===== src/lst_map.svh =====
`ifndef LST_MAP_SVH
`define LST_MAP_SVH
// register indices (byte address is four times the index)
`define LST_IDX_TIMER_B      8'h0D
`define LST_IDX_SHUTDOWN     8'h10
`define LST_IDX_SEL_LOW      8'h14
`define LST_IDX_SEL_HIGH     8'h15
// field positions and masks
`define LST_TIMER_MASK       8'h77
`define LST_SHUTDOWN_MASK    8'h70
`define LST_SEL_MASK         8'h77
`define LST_SD_RESTART_KEEP  8'h70
`define LST_SD_OV_BIT        6
`define LST_SD_UV_BIT        5
`define LST_SD_REC_BIT       4
`define LST_RESET_VALUE      8'h00
// timing in microseconds and cycles per microsecond at 200 MHz
`define LST_CLK_MHZ          200
`define LST_US_PER_MS        1000
`endif


===== src/lst_pkg.sv =====
package lst_pkg;
   typedef enum logic [2:0] {
      LST_SEL_OFF, LST_SEL_ON, LST_SEL_TMR_A, LST_SEL_TMR_B,
      LST_SEL_PWM_A, LST_SEL_PWM_B, LST_SEL_RSV6, LST_SEL_RSV7
   } lst_sel_e;
   typedef enum logic [1:0] {LST_T_IDLE, LST_T_ON, LST_T_OFF} lst_tstate_e;
endpackage


===== src/lst_tmr_if.sv =====
`timescale 1ns/100ps
// timer settings and its output between top and timer
interface lst_tmr_if;
   logic [2:0] on_code;
   logic [2:0] per_code;
   logic       restart;
   logic       out;
   modport ctrl (output on_code, output per_code, output restart,
                 input out);
   modport tmr  (input on_code, input per_code, input restart,
                 output out);
endinterface


===== src/lst_timer.sv =====
`timescale 1ns/100ps
`include "lst_map.svh"
// cyclic on/off timer, second timer of the block
module lst_timer
   import lst_pkg::*;
#(
   parameter int SCALE = 1
)(
   input  wire logic clk,
   input  wire logic rst_n,
   lst_tmr_if.tmr    tif
);
   localparam int CPU = `LST_CLK_MHZ / SCALE; // cycles per microsecond
   localparam int W = 32;

   lst_tstate_e st_r, st_nxt;
   logic [W-1:0] cnt_r, cnt_nxt;
   logic [W-1:0] on_cyc, per_cyc;
   logic         out_r, out_nxt;

   // on-time in cycles, zero for non-running codes
   function automatic logic [W-1:0] on_cycles(input logic [2:0] c);
      unique case (c)
         3'h1: on_cycles = W'(100 * CPU);
         3'h2: on_cycles = W'(300 * CPU);
         3'h3: on_cycles = W'(1000 * CPU);
         3'h4: on_cycles = W'(10 * `LST_US_PER_MS * CPU);
         3'h5: on_cycles = W'(20 * `LST_US_PER_MS * CPU);
         default: on_cycles = '0;
      endcase
   endfunction

   // period in cycles, zero for the reserved code
   function automatic logic [W-1:0] per_cycles(input logic [2:0] c);
      unique case (c)
         3'h0: per_cycles = W'(10 * `LST_US_PER_MS * CPU);
         3'h1: per_cycles = W'(20 * `LST_US_PER_MS * CPU);
         3'h2: per_cycles = W'(50 * `LST_US_PER_MS * CPU);
         3'h3: per_cycles = W'(100 * `LST_US_PER_MS * CPU);
         3'h4: per_cycles = W'(200 * `LST_US_PER_MS * CPU);
         3'h5: per_cycles = W'(1000 * `LST_US_PER_MS * CPU);
         3'h6: per_cycles = W'(2000 * `LST_US_PER_MS * CPU);
         default: per_cycles = '0;
      endcase
   endfunction

   assign on_cyc  = on_cycles(tif.on_code);
   assign per_cyc = per_cycles(tif.per_code);
   assign tif.out = out_r;

   // period sequencing
   always_comb
   begin
      st_nxt  = st_r;
      cnt_nxt = cnt_r + W'(1);
      out_nxt = 1'b0;
      if (tif.restart || on_cyc == '0 || per_cyc == '0)
      begin
         st_nxt  = LST_T_IDLE;
         cnt_nxt = '0;
         out_nxt = (tif.on_code == 3'h6) && !tif.restart;
      end
      else
      begin
         unique case (st_r)
            LST_T_IDLE:
            begin
               st_nxt  = LST_T_ON;
               cnt_nxt = W'(1);
               out_nxt = 1'b1;
            end
            LST_T_ON:
            begin
               out_nxt = 1'b1;
               if (cnt_r >= on_cyc)
               begin
                  st_nxt  = LST_T_OFF;
                  out_nxt = 1'b0;
               end
            end
            LST_T_OFF:
            begin
               if (cnt_r >= per_cyc)
               begin
                  st_nxt  = LST_T_ON;
                  cnt_nxt = W'(1);
                  out_nxt = 1'b1;
               end
            end
            default:
            begin
               st_nxt = LST_T_IDLE;
            end
         endcase
      end
   end

   always_ff @(posedge clk)
   begin
      if (!rst_n)
      begin
         st_r  <= LST_T_IDLE;
         cnt_r <= '0;
         out_r <= 1'b0;
      end
      else
      begin
         st_r  <= st_nxt;
         cnt_r <= cnt_nxt;
         out_r <= out_nxt;
      end
   end
endmodule


===== src/lst_switch_mux.sv =====
`timescale 1ns/100ps
// per-switch source selection
module lst_switch_mux
   import lst_pkg::*;
#(
   parameter int N = 4
)(
   input  wire logic [3*N-1:0] sel,
   input  wire logic           tmr_a,
   input  wire logic           tmr_b,
   input  wire logic           pwm_a,
   input  wire logic           pwm_b,
   output logic      [N-1:0]   drive
);
   // decode each select field
   always_comb
   begin
      for (int i = 0; i < N; i++)
      begin
         unique case (lst_sel_e'(sel[3*i +: 3]))
            LST_SEL_OFF:   drive[i] = 1'b0;
            LST_SEL_ON:    drive[i] = 1'b1;
            LST_SEL_TMR_A: drive[i] = tmr_a;
            LST_SEL_TMR_B: drive[i] = tmr_b;
            LST_SEL_PWM_A: drive[i] = pwm_a;
            LST_SEL_PWM_B: drive[i] = pwm_b;
            default:       drive[i] = 1'b0;
         endcase
      end
   end
endmodule


===== src/lst_top.sv =====
// Functional notes
// - on-time codes 1..5 give 0.1/0.3/1/10/20 ms; 0 stops, output low
// - on-time code 6 stops timer, output high; 7 reserved
// - period codes 0..6 give 10,20,50,100,200 ms,1 s,2 s; 7 reserved
// - timer assigned first, starts itself when a running on-time is set
// - restart clear of switches with cyclic sense also clears timer; code clears timer on every restart entry
// - reserved bits read zero and ignore writes
// - bit 6 zero: supply overvoltage turns all switches off
// - bit 5 zero: supply undervoltage turns all switches off
// - bit 4 one: switches return to prior state after fault ends
// - switch fields at bits 2:0 and 6:4 of two select registers
// - overcurrent or overtemperature clears that switch's select code
// - shutdown register zero on resets; restart keeps bits 6:4
// - timer and select registers zero on resets and restart entry
//
// Decided for this implementation: the APB slave port.
`timescale 1ns/100ps
`include "lst_map.svh"
module lst_top
   import lst_pkg::*;
#(
   parameter int TIME_SCALE = 1
)(
   input  wire logic        clk,
   input  wire logic        rst_n,
   input  wire logic        soft_reset,
   input  wire logic        restart_entry,
   input  wire logic        cyclic_sense,
   input  wire logic        supply_ov,
   input  wire logic        supply_uv,
   input  wire logic [3:0]  switch_fault,
   input  wire logic        first_timer,
   input  wire logic        first_pwm,
   input  wire logic        second_pwm,
   input  wire logic        psel,
   input  wire logic        penable,
   input  wire logic        pwrite,
   input  wire logic [11:0] paddr,
   input  wire logic [31:0] pwdata,
   output logic      [31:0] prdata,
   output logic             pready,
   output logic             pslverr,
   output logic      [3:0]  switch_output
);
   logic [7:0]  tmr_r, tmr_nxt;
   logic [7:0]  sd_r, sd_nxt;
   logic [7:0]  sel_lo_r, sel_lo_nxt;
   logic [7:0]  sel_hi_r, sel_hi_nxt;
   logic [31:0] rd_r, rd_nxt;
   logic        ack_r, ack_nxt;
   logic [3:0]  saved_r, saved_nxt;
   logic        cut_r, cut_nxt;
   logic [3:0]  out_r, out_nxt;
   logic [3:0]  drive;
   logic        wr, rd, hit;
   logic [7:0]  idx;
   logic        ov_cut, uv_cut, fault_now;
   logic [11:0] sel_all;

   lst_tmr_if tif ();

   // APB decode: word aligned index
   assign idx = {2'h0, paddr[7:2]};
   // writes land at the ready edge, reads are captured one cycle before it
   assign wr  = psel && penable && pwrite && ack_r;
   assign rd  = psel && penable && !pwrite && !ack_r;

   function automatic logic mapped(input logic [7:0] i,
                                   input logic [11:0] a);
      mapped = (a[11:8] == 4'h0) && (a[1:0] == 2'h0) &&
               (i == `LST_IDX_TIMER_B || i == `LST_IDX_SHUTDOWN ||
                i == `LST_IDX_SEL_LOW || i == `LST_IDX_SEL_HIGH);
   endfunction

   assign hit     = mapped(idx, paddr);
   // one wait state so the registered read data stands with ready
   assign pready  = ack_r;
   assign pslverr = psel && penable && ack_r && !hit;
   assign prdata  = rd_r;

   // supply fault cutoff terms
   assign ov_cut    = supply_ov && !sd_r[`LST_SD_OV_BIT];
   assign uv_cut    = supply_uv && !sd_r[`LST_SD_UV_BIT];
   assign fault_now = ov_cut || uv_cut;

   // timer b settings
   assign tif.on_code  = tmr_r[6:4];
   assign tif.per_code = tmr_r[2:0];
   assign tif.restart  = restart_entry || soft_reset;

   lst_timer #(
      .SCALE (TIME_SCALE)
   ) u_tmr (
      .clk   (clk),
      .rst_n (rst_n),
      .tif   (tif)
   );

   assign sel_all = {sel_hi_r[6:4], sel_hi_r[2:0],
                     sel_lo_r[6:4], sel_lo_r[2:0]};

   lst_switch_mux #(
      .N (4)
   ) u_mux (
      .sel   (sel_all),
      .tmr_a (first_timer),
      .tmr_b (tif.out),
      .pwm_a (first_pwm),
      .pwm_b (second_pwm),
      .drive (drive)
   );

   // register file next state
   always_comb
   begin
      tmr_nxt    = tmr_r;
      sd_nxt     = sd_r;
      sel_lo_nxt = sel_lo_r;
      sel_hi_nxt = sel_hi_r;
      if (wr && hit)
      begin
         unique case (idx)
            `LST_IDX_TIMER_B:  tmr_nxt = pwdata[7:0] & `LST_TIMER_MASK;
            `LST_IDX_SHUTDOWN: sd_nxt = pwdata[7:0] & `LST_SHUTDOWN_MASK;
            `LST_IDX_SEL_LOW:  sel_lo_nxt = pwdata[7:0] & `LST_SEL_MASK;
            default:           sel_hi_nxt = pwdata[7:0] & `LST_SEL_MASK;
         endcase
      end
      // hardware clear on switch fault wins over a write
      if (switch_fault[0]) sel_lo_nxt[2:0] = 3'h0;
      if (switch_fault[1]) sel_lo_nxt[6:4] = 3'h0;
      if (switch_fault[2]) sel_hi_nxt[2:0] = 3'h0;
      if (switch_fault[3]) sel_hi_nxt[6:4] = 3'h0;
      if (soft_reset)
      begin
         tmr_nxt    = `LST_RESET_VALUE;
         sd_nxt     = `LST_RESET_VALUE;
         sel_lo_nxt = `LST_RESET_VALUE;
         sel_hi_nxt = `LST_RESET_VALUE;
      end
      else if (restart_entry)
      begin
         sd_nxt     = sd_r & `LST_SD_RESTART_KEEP;
         sel_lo_nxt = `LST_RESET_VALUE;
         sel_hi_nxt = `LST_RESET_VALUE;
         tmr_nxt    = `LST_RESET_VALUE;
         if (cyclic_sense)
            tmr_nxt = `LST_RESET_VALUE;
      end
   end

   // read data and handshake next state
   always_comb
   begin
      rd_nxt  = rd_r;
      ack_nxt = psel && penable && !ack_r;  // ready one cycle into access
      if (rd)
      begin
         rd_nxt = 32'h0000_0000;            // unmapped reads return zero
         if (hit)
         begin
            unique case (idx)
               `LST_IDX_TIMER_B:  rd_nxt = {24'h000000, tmr_r};
               `LST_IDX_SHUTDOWN: rd_nxt = {24'h000000, sd_r};
               `LST_IDX_SEL_LOW:  rd_nxt = {24'h000000, sel_lo_r};
               default:           rd_nxt = {24'h000000, sel_hi_r};
            endcase
         end
      end
   end

   // supply fault cutoff and recovery
   always_comb
   begin
      cut_nxt   = fault_now;
      saved_nxt = saved_r;
      if (fault_now && !cut_r)
         saved_nxt = drive;               // state before the fault
      out_nxt = drive;
      if (fault_now)
         out_nxt = 4'h0;
      else if (cut_r && !sd_r[`LST_SD_REC_BIT])
      begin
         cut_nxt = 1'b1;                  // stay off until reprogrammed
         out_nxt = 4'h0;
         if (wr && hit)
            cut_nxt = 1'b0;
      end
      else if (cut_r)
         out_nxt = saved_r;               // restore prior state
      if (soft_reset || restart_entry)
      begin
         cut_nxt = 1'b0;
         out_nxt = 4'h0;
      end
   end

   assign switch_output = out_r;

   // configuration registers
   always_ff @(posedge clk)
   begin
      if (!rst_n)
      begin
         tmr_r    <= `LST_RESET_VALUE;
         sd_r     <= `LST_RESET_VALUE;
         sel_lo_r <= `LST_RESET_VALUE;
         sel_hi_r <= `LST_RESET_VALUE;
      end
      else
      begin
         tmr_r    <= tmr_nxt;
         sd_r     <= sd_nxt;
         sel_lo_r <= sel_lo_nxt;
         sel_hi_r <= sel_hi_nxt;
      end
   end

   // read data and handshake state
   always_ff @(posedge clk)
   begin
      if (!rst_n)
      begin
         rd_r  <= 32'h0000_0000;
         ack_r <= 1'b0;
      end
      else
      begin
         rd_r  <= rd_nxt;
         ack_r <= ack_nxt;
      end
   end

   // cutoff state and registered switch drive
   always_ff @(posedge clk)
   begin
      if (!rst_n)
      begin
         saved_r <= 4'h0;
         cut_r   <= 1'b0;
         out_r   <= 4'h0;
      end
      else
      begin
         saved_r <= saved_nxt;
         cut_r   <= cut_nxt;
         out_r   <= out_nxt;
      end
   end
endmodule


===== config.mk =====
export PLATFORM = sky130hd
export DESIGN_NAME = lst_top
export DESIGN_NICKNAME = d
export VERILOG_FILES = /design/src/lst_pkg.sv /design/src/lst_tmr_if.sv /design/src/lst_timer.sv /design/src/lst_switch_mux.sv /design/src/lst_top.sv
export VERILOG_INCLUDE_DIRS = /design/src /design/src/src
export SDC_FILE = /design/constraint.sdc
export NUM_CORES = 1
export LEC_CHECK = 0
export BUFFER_PORTS_ARGS = -buffer_cell sky130_fd_sc_hd__buf_4
export CORE_MARGIN = 2
export CORE_UTILIZATION = 40
export DETAILED_ROUTE_END_ITERATION = 10
export GPL_TIMING_DRIVEN = 0
export PLACE_DENSITY = 0.62
export SETUP_SLACK_MARGIN = 0.4
export SYNTH_ARGS = -nofsm -noshare
export SYNTH_HDL_FRONTEND = slang
export SYNTH_SLANG_ARGS = --single-unit

===== constraint.sdc =====
create_clock -name clk -period 3 [get_ports clk]
set_input_delay 0.45 -clock clk [delete_from_list [all_inputs] [get_ports clk]]
set_output_delay 0.45 -clock clk [all_outputs]
set_load 0.02 [all_outputs]

Word-level counts from Yosys, hierarchy flattened
Cells that the tools add are included.
{ "totals": {"input_bits": 61, "out_inout_bits": 38, "reg_bits": 98} }
{ "classes": {"n_reduce_logical": 52, "bitwise_logic": 3, "muxes": 21, "addsub": 1, "n_eq_ne": 40, "n_lt_le_gt_ge": 2} }
{ "ops": {"columns": ["cell", "n"], "rows": [
  ["one-hot mux 29 bit (7 select lines)", 1],
  ["one-hot mux 22 bit (5 select lines)", 1],
  ["logical NOT 32 bit", 2],
  ["one-hot mux 32 bit (2 select lines)", 1],
  ["== test 3 bit (second input constant)", 14],
  ["== test 3 x 2 -> 1 bit (second input constant)", 12],
  ["adder 32 x 1 -> 32 bit (second input constant)", 1],
  ["greater-or-equal comparator 32 x 22 -> 1 bit", 1],
  ["greater-or-equal comparator 32 x 29 -> 1 bit", 1],
  ["two-way mux 32 bit", 1],
  ["one-hot mux 7 bit (3 select lines)", 1],
  ["one-hot mux 1 bit (5 select lines)", 4],
  ["OR reduction 4 bit", 5],
  ["== test 3 x 1 -> 1 bit (second input constant)", 6],
  ["== test 6 x 5 -> 1 bit (second input constant)", 3],
  ["logical AND 1 bit", 16],
  ["logical NOT 1 bit", 8],
  ["AND reduction 2 bit", 4],
  ["logical OR 1 bit", 7],
  ["two-way mux 7 bit", 1],
  ["== test 6 x 4 -> 1 bit (second input constant)", 1],
  ["two-way mux 1 bit", 6],
  ["one-hot mux 2 bit (3 select lines)", 1],
  ["OR reduction 2 bit", 3],
  ["other kinds (12)", 18]
]} }

Depth between registers and ports, before layout
{ "depth": {"depth_word": 9, "ltp_mapped": 14, "depth_no_buf": 12} }

Modules after synthesis
A second synthesis with hierarchy kept.
{ "hier_totals": {"cells_unflattened": 583, "area_unflattened_um2": 4869.7} }
{ "by_module_without_submodules": {"columns": ["mod", "instances", "cells_per_inst", "area_each_um2", "seq_area_each_um2"], "rows": [
  ["lst_timer", 1, 334, 2703.8, 700.7],
  ["lst_top", 1, 222, 1986.9, 740.7],
  ["lst_switch_mux", 1, 27, 178.9, 0.0]
]} }

Worst setup path after synthesis
OpenSTA, ideal clock, no wires.
{ "synth_path": {"path_type": "reg-to-reg", "from": "reg tmr_r[2]", "to": "reg u_tmr.cnt_r[23]", "setup_slack_ns": 0.151, "path_stages_with_launch": 15, "path_buffers": 2, "required_time_ns": 2.864, "setup_time_ns": 0.136, "t_arrival_ns": 2.713, "path_cell_list": "dfxtp_1 clkbuf_1 inv_1 nor2_1 inv_1 nand2_1 a21boi_0 ha_1 nand3_1 nor4_1 nand3_1 o41ai_2 o21ba_2 buf_4 nor3_1"} }
{ "synth_via": {"elab_chain_len": 5, "word_cells_on_any_way": 14, "classes_between": "1 x order compare; 6 x eq/ne; 3 x mux; 4 x reduce/logical"} }
{ "synth_lines": {"columns": ["element", "line_no", "source"], "rows": [
  ["start: declaration", "lst_top.sv:45", "logic [7:0] tmr_r, tmr_nxt;"],
  ["start signal: assignment", "lst_top.sv:205", "tmr_r <= `LST_RESET_VALUE;"],
  ["start signal: assignment", "lst_top.sv:212", "tmr_r <= tmr_nxt;"],
  ["== test 3 bit (tied with other cells)", "lst_timer.sv:35", "unique case (c)"],
  ["one-hot mux 29 bit (7 select lines) (*)", "lst_timer.sv:35", null],
  ["greater-or-equal comparator 32 x 29 -> 1 bit or logical NOT 32 bit (tied branches)", "lst_timer.sv:83, lst_timer.sv:57", null],
  ["two-way mux 32 bit or logical OR 1 bit (tied branches)", "lst_timer.sv:83, lst_timer.sv:57", null],
  ["one-hot mux 32 bit (2 select lines) or OR reduction 2 bit (tied branches)", null, null],
  ["end signal: assignment", "lst_timer.sv:109", "cnt_r <= cnt_nxt;"],
  ["end: declaration", "lst_timer.sv:17", "logic [W-1:0] cnt_r, cnt_nxt;"]
]} }
Mark *: on every way between the ends. The rest lies on a longest branch, timed or not.
A chain may end at the register's enable or synchronous reset.

Worst setup path in the final report
{ "layout_path": {"from": "reg tmr_r[2]", "to": "reg u_tmr.cnt_r[13]"} }
The elaborated chain is that of the path after synthesis.

==> results.json <==
{
  "ys_types": 53,
  "setup_ws_ns": 0.213,
  "arrival_ns": 2.97,
  "area.growth.synth_to_final_pct": 32.1,
  "fin_skew_ns": 0.0109,
  "io_buffers": 44,
  "crit_chain": "buf_8 -> inv_8 -> nor2_4 -> inv_2 -> nand2_2 -> a21boi_2 -> ha_1 -> nand3_2 -> nor4_4 -> nand3_2 -> buf_6 -> o2111ai_4 -> o21ba_4 -> buf_12 -> buf_6 -> nor3_1",
  "yosysTopAreaCell": "dfxtp_1",
  "cp.buffers_inverters": 6,
  "core_area_um2": 11400,
  "finalMaxSlewViolations": 0,
  "gp_congestion": 0.870,
  "slew_headroom_pct": 41.6,
  "ant_nets": 0,
  "vias_per_cell": 5.34,
  "yosysSeqAreaShare_pct": 30.9,
  "synthAdderAreaFrac_pct": 10.7,
  "route.final.wire_length_um": 12600,
  "ys_seq_elements": 72,
  "maxCapViolations": 0,
  "stdcell_count": 822,
  "cts.path.max_buffers": 2,
  "synth_xor_area_share_pct": 6.19,
  "critical_path.top_delay_family": "simple AND/OR/NAND/NOR gates",
  "ios": 99,
  "antenna_cells": 0,
  "track_usage_pct": 19.7,
  "crit_path_start_kind": "flip-flop",
  "powerDensity_nw_per_um2": 340,
  "ys_top_cells_by_area": "dfxtp_1 (31%), ha_1 (11%), mux2i_1 (6.9%), nor3_1 (5.0%), buf_4 (4.7%)",
  "slowest_stage": "dfxtp_2",
  "drive_gt1_share_pct": 25.6,
  "first_iter_violations": 281,
  "drtPass1Iterations": 7,
  "min_path_type": "primary input to flip-flop",
  "die_h_um": 112,
  "async_flop_share_pct": 0,
  "layout_worst_path_cycle_share_pct": 92.9,
  "dp.cells": 780,
  "syn_area_um2": 4670,
  "vias": 4386,
  "setup_violations": 0,
  "path_class": "flip-flop to flip-flop",
  "die_x_um": 112,
  "hold_viol": 0,
  "grt_pass1_vias": 4101,
  "p_leak_nw": 2.57,
  "h-tree-depth": 3,
  "yosysMostFrequentCell": "dfxtp_1",
  "muxShareOfSynthArea_pct": 6.86,
  "insertion_delay_ns": 0.34,
  "crit_path_max_fanout": 6,
  "status": "completed",
  "numCtsBuffers": 9,
  "worst_pin_slew_ns": 0.872,
  "start_util_pct": 40.9,
  "grt_overflow": 0,
  "grt_max_degree": 14,
  "rsz0062_at_grt": "yes",
  "cts_tree": "done",
  "required_ns": 3.18,
  "yosys.area_share.simple_pct": 26.3,
  "ys.flop_type": "dfxtp_1",
  "drc": 0,
  "synth_top_family_by_area": "simple AND/OR/NAND/NOR gates",
  "fin_crit_ns": 2.79,
  "vdd_drop_max_mv": 0.346,
  "pre_cts_ws_ns": -0.146,
  "syn_inst": 568,
  "antenna_found_initial": 0,
  "endpoint_kind": "flip-flop",
  "rows": 39,
  "synth_enable_flop_cells": 0,
  "hpwl_um": 8870,
  "finalNetCount": 775,
  "root_buffer": "clkbuf_16",
  "cpPeakStageDelay_ns": 0.33,
  "numClockSinks": 72,
  "cts_hold_buffers": 0,
  "synth-compound-area-share_pct": 10.8,
  "netlist_top_cells_count": "dfxtp_1 (72), nor2_1 (52), nand2_1 (50)",
  "dieArea_um2": 12600,
  "grt_pass1_wl_um": 20000,
  "synth_top_area_share_pct": 30.9,
  "fmax_ghz": 0.359,
  "synth_area_per_cell_um2": 8.23,
  "clkTransAtPathRegs_ns": 0.06,
  "yosys_warnings": 0,
  "avgRoutedWirePerCell_um": 15.4
}
[report_power, final]
part / total, mW / internal, mW / switching [mW] / leakage [nW]
registers: 0.958 / 0.957 / 0.000814 / 0.581
logic: 0.134 / 0.0622 / 0.0720 / 1.86
clock network: 1.00 / 0.563 / 0.441 / 0.125
total: 2.10 / 1.58 / 0.514 / 2.57
[metrics by stage]
step / instance area (um^2) / power, mW / hold WS [ns] / setup TNS (ns) / utilization, %
global placement: 5290 / 1.11 / 0.454 / -4.59 / 46.3
global route: 6170 / 2.16 / 0.279 / 0 / 54.0
detailed placement: 5290 / 1.11 / 0.459 / -3.50 / 46.3
floorplan: 4780 / 1.06 / 0.463 / 0 / -
finish: 6170 / 2.10 / 0.290 / 0 / 54.0
CTS: 6010 / 2.11 / 0.278 / 0 / 52.7
[layout make-up]
cell class / instances / area [um^2]
clock buffers: 10 / 229
multi-input cells: 449 / 3210
flip-flops and latches: 72 / 1440
fillers: 1056 / 5250
repair buffers: 70 / 601
inverters: 22 / 90.1
plain buffers: 50 / 370
clock inverters: 6 / 45.0
well taps: 143 / 179
[what timing repair did]
action,4_1_cts,5_1_grt
cloned,3,0
endpoints found under the hold margin,0,0
setup endpoints to repair,35,35
pin swaps,25,12
buffers inserted,16,7
resized for setup,64,27
[state kept, by name (all words and copies together) (netlist names)]
name / cells
sel_hi_r: 6
u_tmr.tif.out: 1
pready: 1
sel_lo_r: 6
sd_r: 3
cut_r: 1
u_tmr.cnt_r: 32
saved_r: 4
prdata: 6
u_tmr.st_r: 2
switch_output: 4
tmr_r: 6
[cell usage in the layout, fill, tap and decap left out, drive strengths merged, types with 9 or more instances in the layout]
cell | synthesis | final
nor3 | 49 | 49
xor2 | 22 | 22
nand3 | 24 | 24
conb | 1 | 26
xnor2 | 11 | 11
nor2b | 12 | 12
nor2 | 52 | 52
nand2 | 50 | 50
a21oi | 30 | 30
inv | 22 | 23
clkbuf | 16 | 24
mux2i | 32 | 32
dfxtp | 72 | 72
ha | 40 | 40
buf | 34 | 106
and3 | 9 | 9
o21ai | 11 | 11
nand4 | 9 | 9
[worst paths after layout]
path,cells past startpoint,slack [ns],end,start
min reg2reg,2,0.46,prdata[4]$_SDFFE_PN0P_,prdata[4]$_SDFFE_PN0P_
max reg2reg,16,0.21,u_tmr.cnt_r[13]$_SDFF_PP0_,tmr_r[2]$_SDFFE_PP0P_
max,16,0.21,u_tmr.cnt_r[13]$_SDFF_PP0_,tmr_r[2]$_SDFFE_PP0P_
min,2,0.29,sel_hi_r[0]$_SDFFE_PP0P_,switch_fault[2]
[routing by layer]
layer	global-route usage (%)	up-vias	part of all wire, %	wire, um
met5	0	-	0	0
met4	7.15	0	2.2	281
met3	4.59	27	4.9	616
met2	33.1	122	48	6050
met1	24.8	2064	45	5690
li1	-	2173	-	-
[kinds of logic (layout without fill, tap and decap cells)]
kind of cell,Yosys count,in the layout
flip-flops,72,72
buffers and inverters,72,158
multiplexers,32,32
other,1,26
XOR/XNOR,33,33
adder cells (fa/ha/maj),40,40
AO/OA/AOI/OAI,75,75
AND/OR/NAND/NOR,243,243
(Power assumes the default switching activity.)
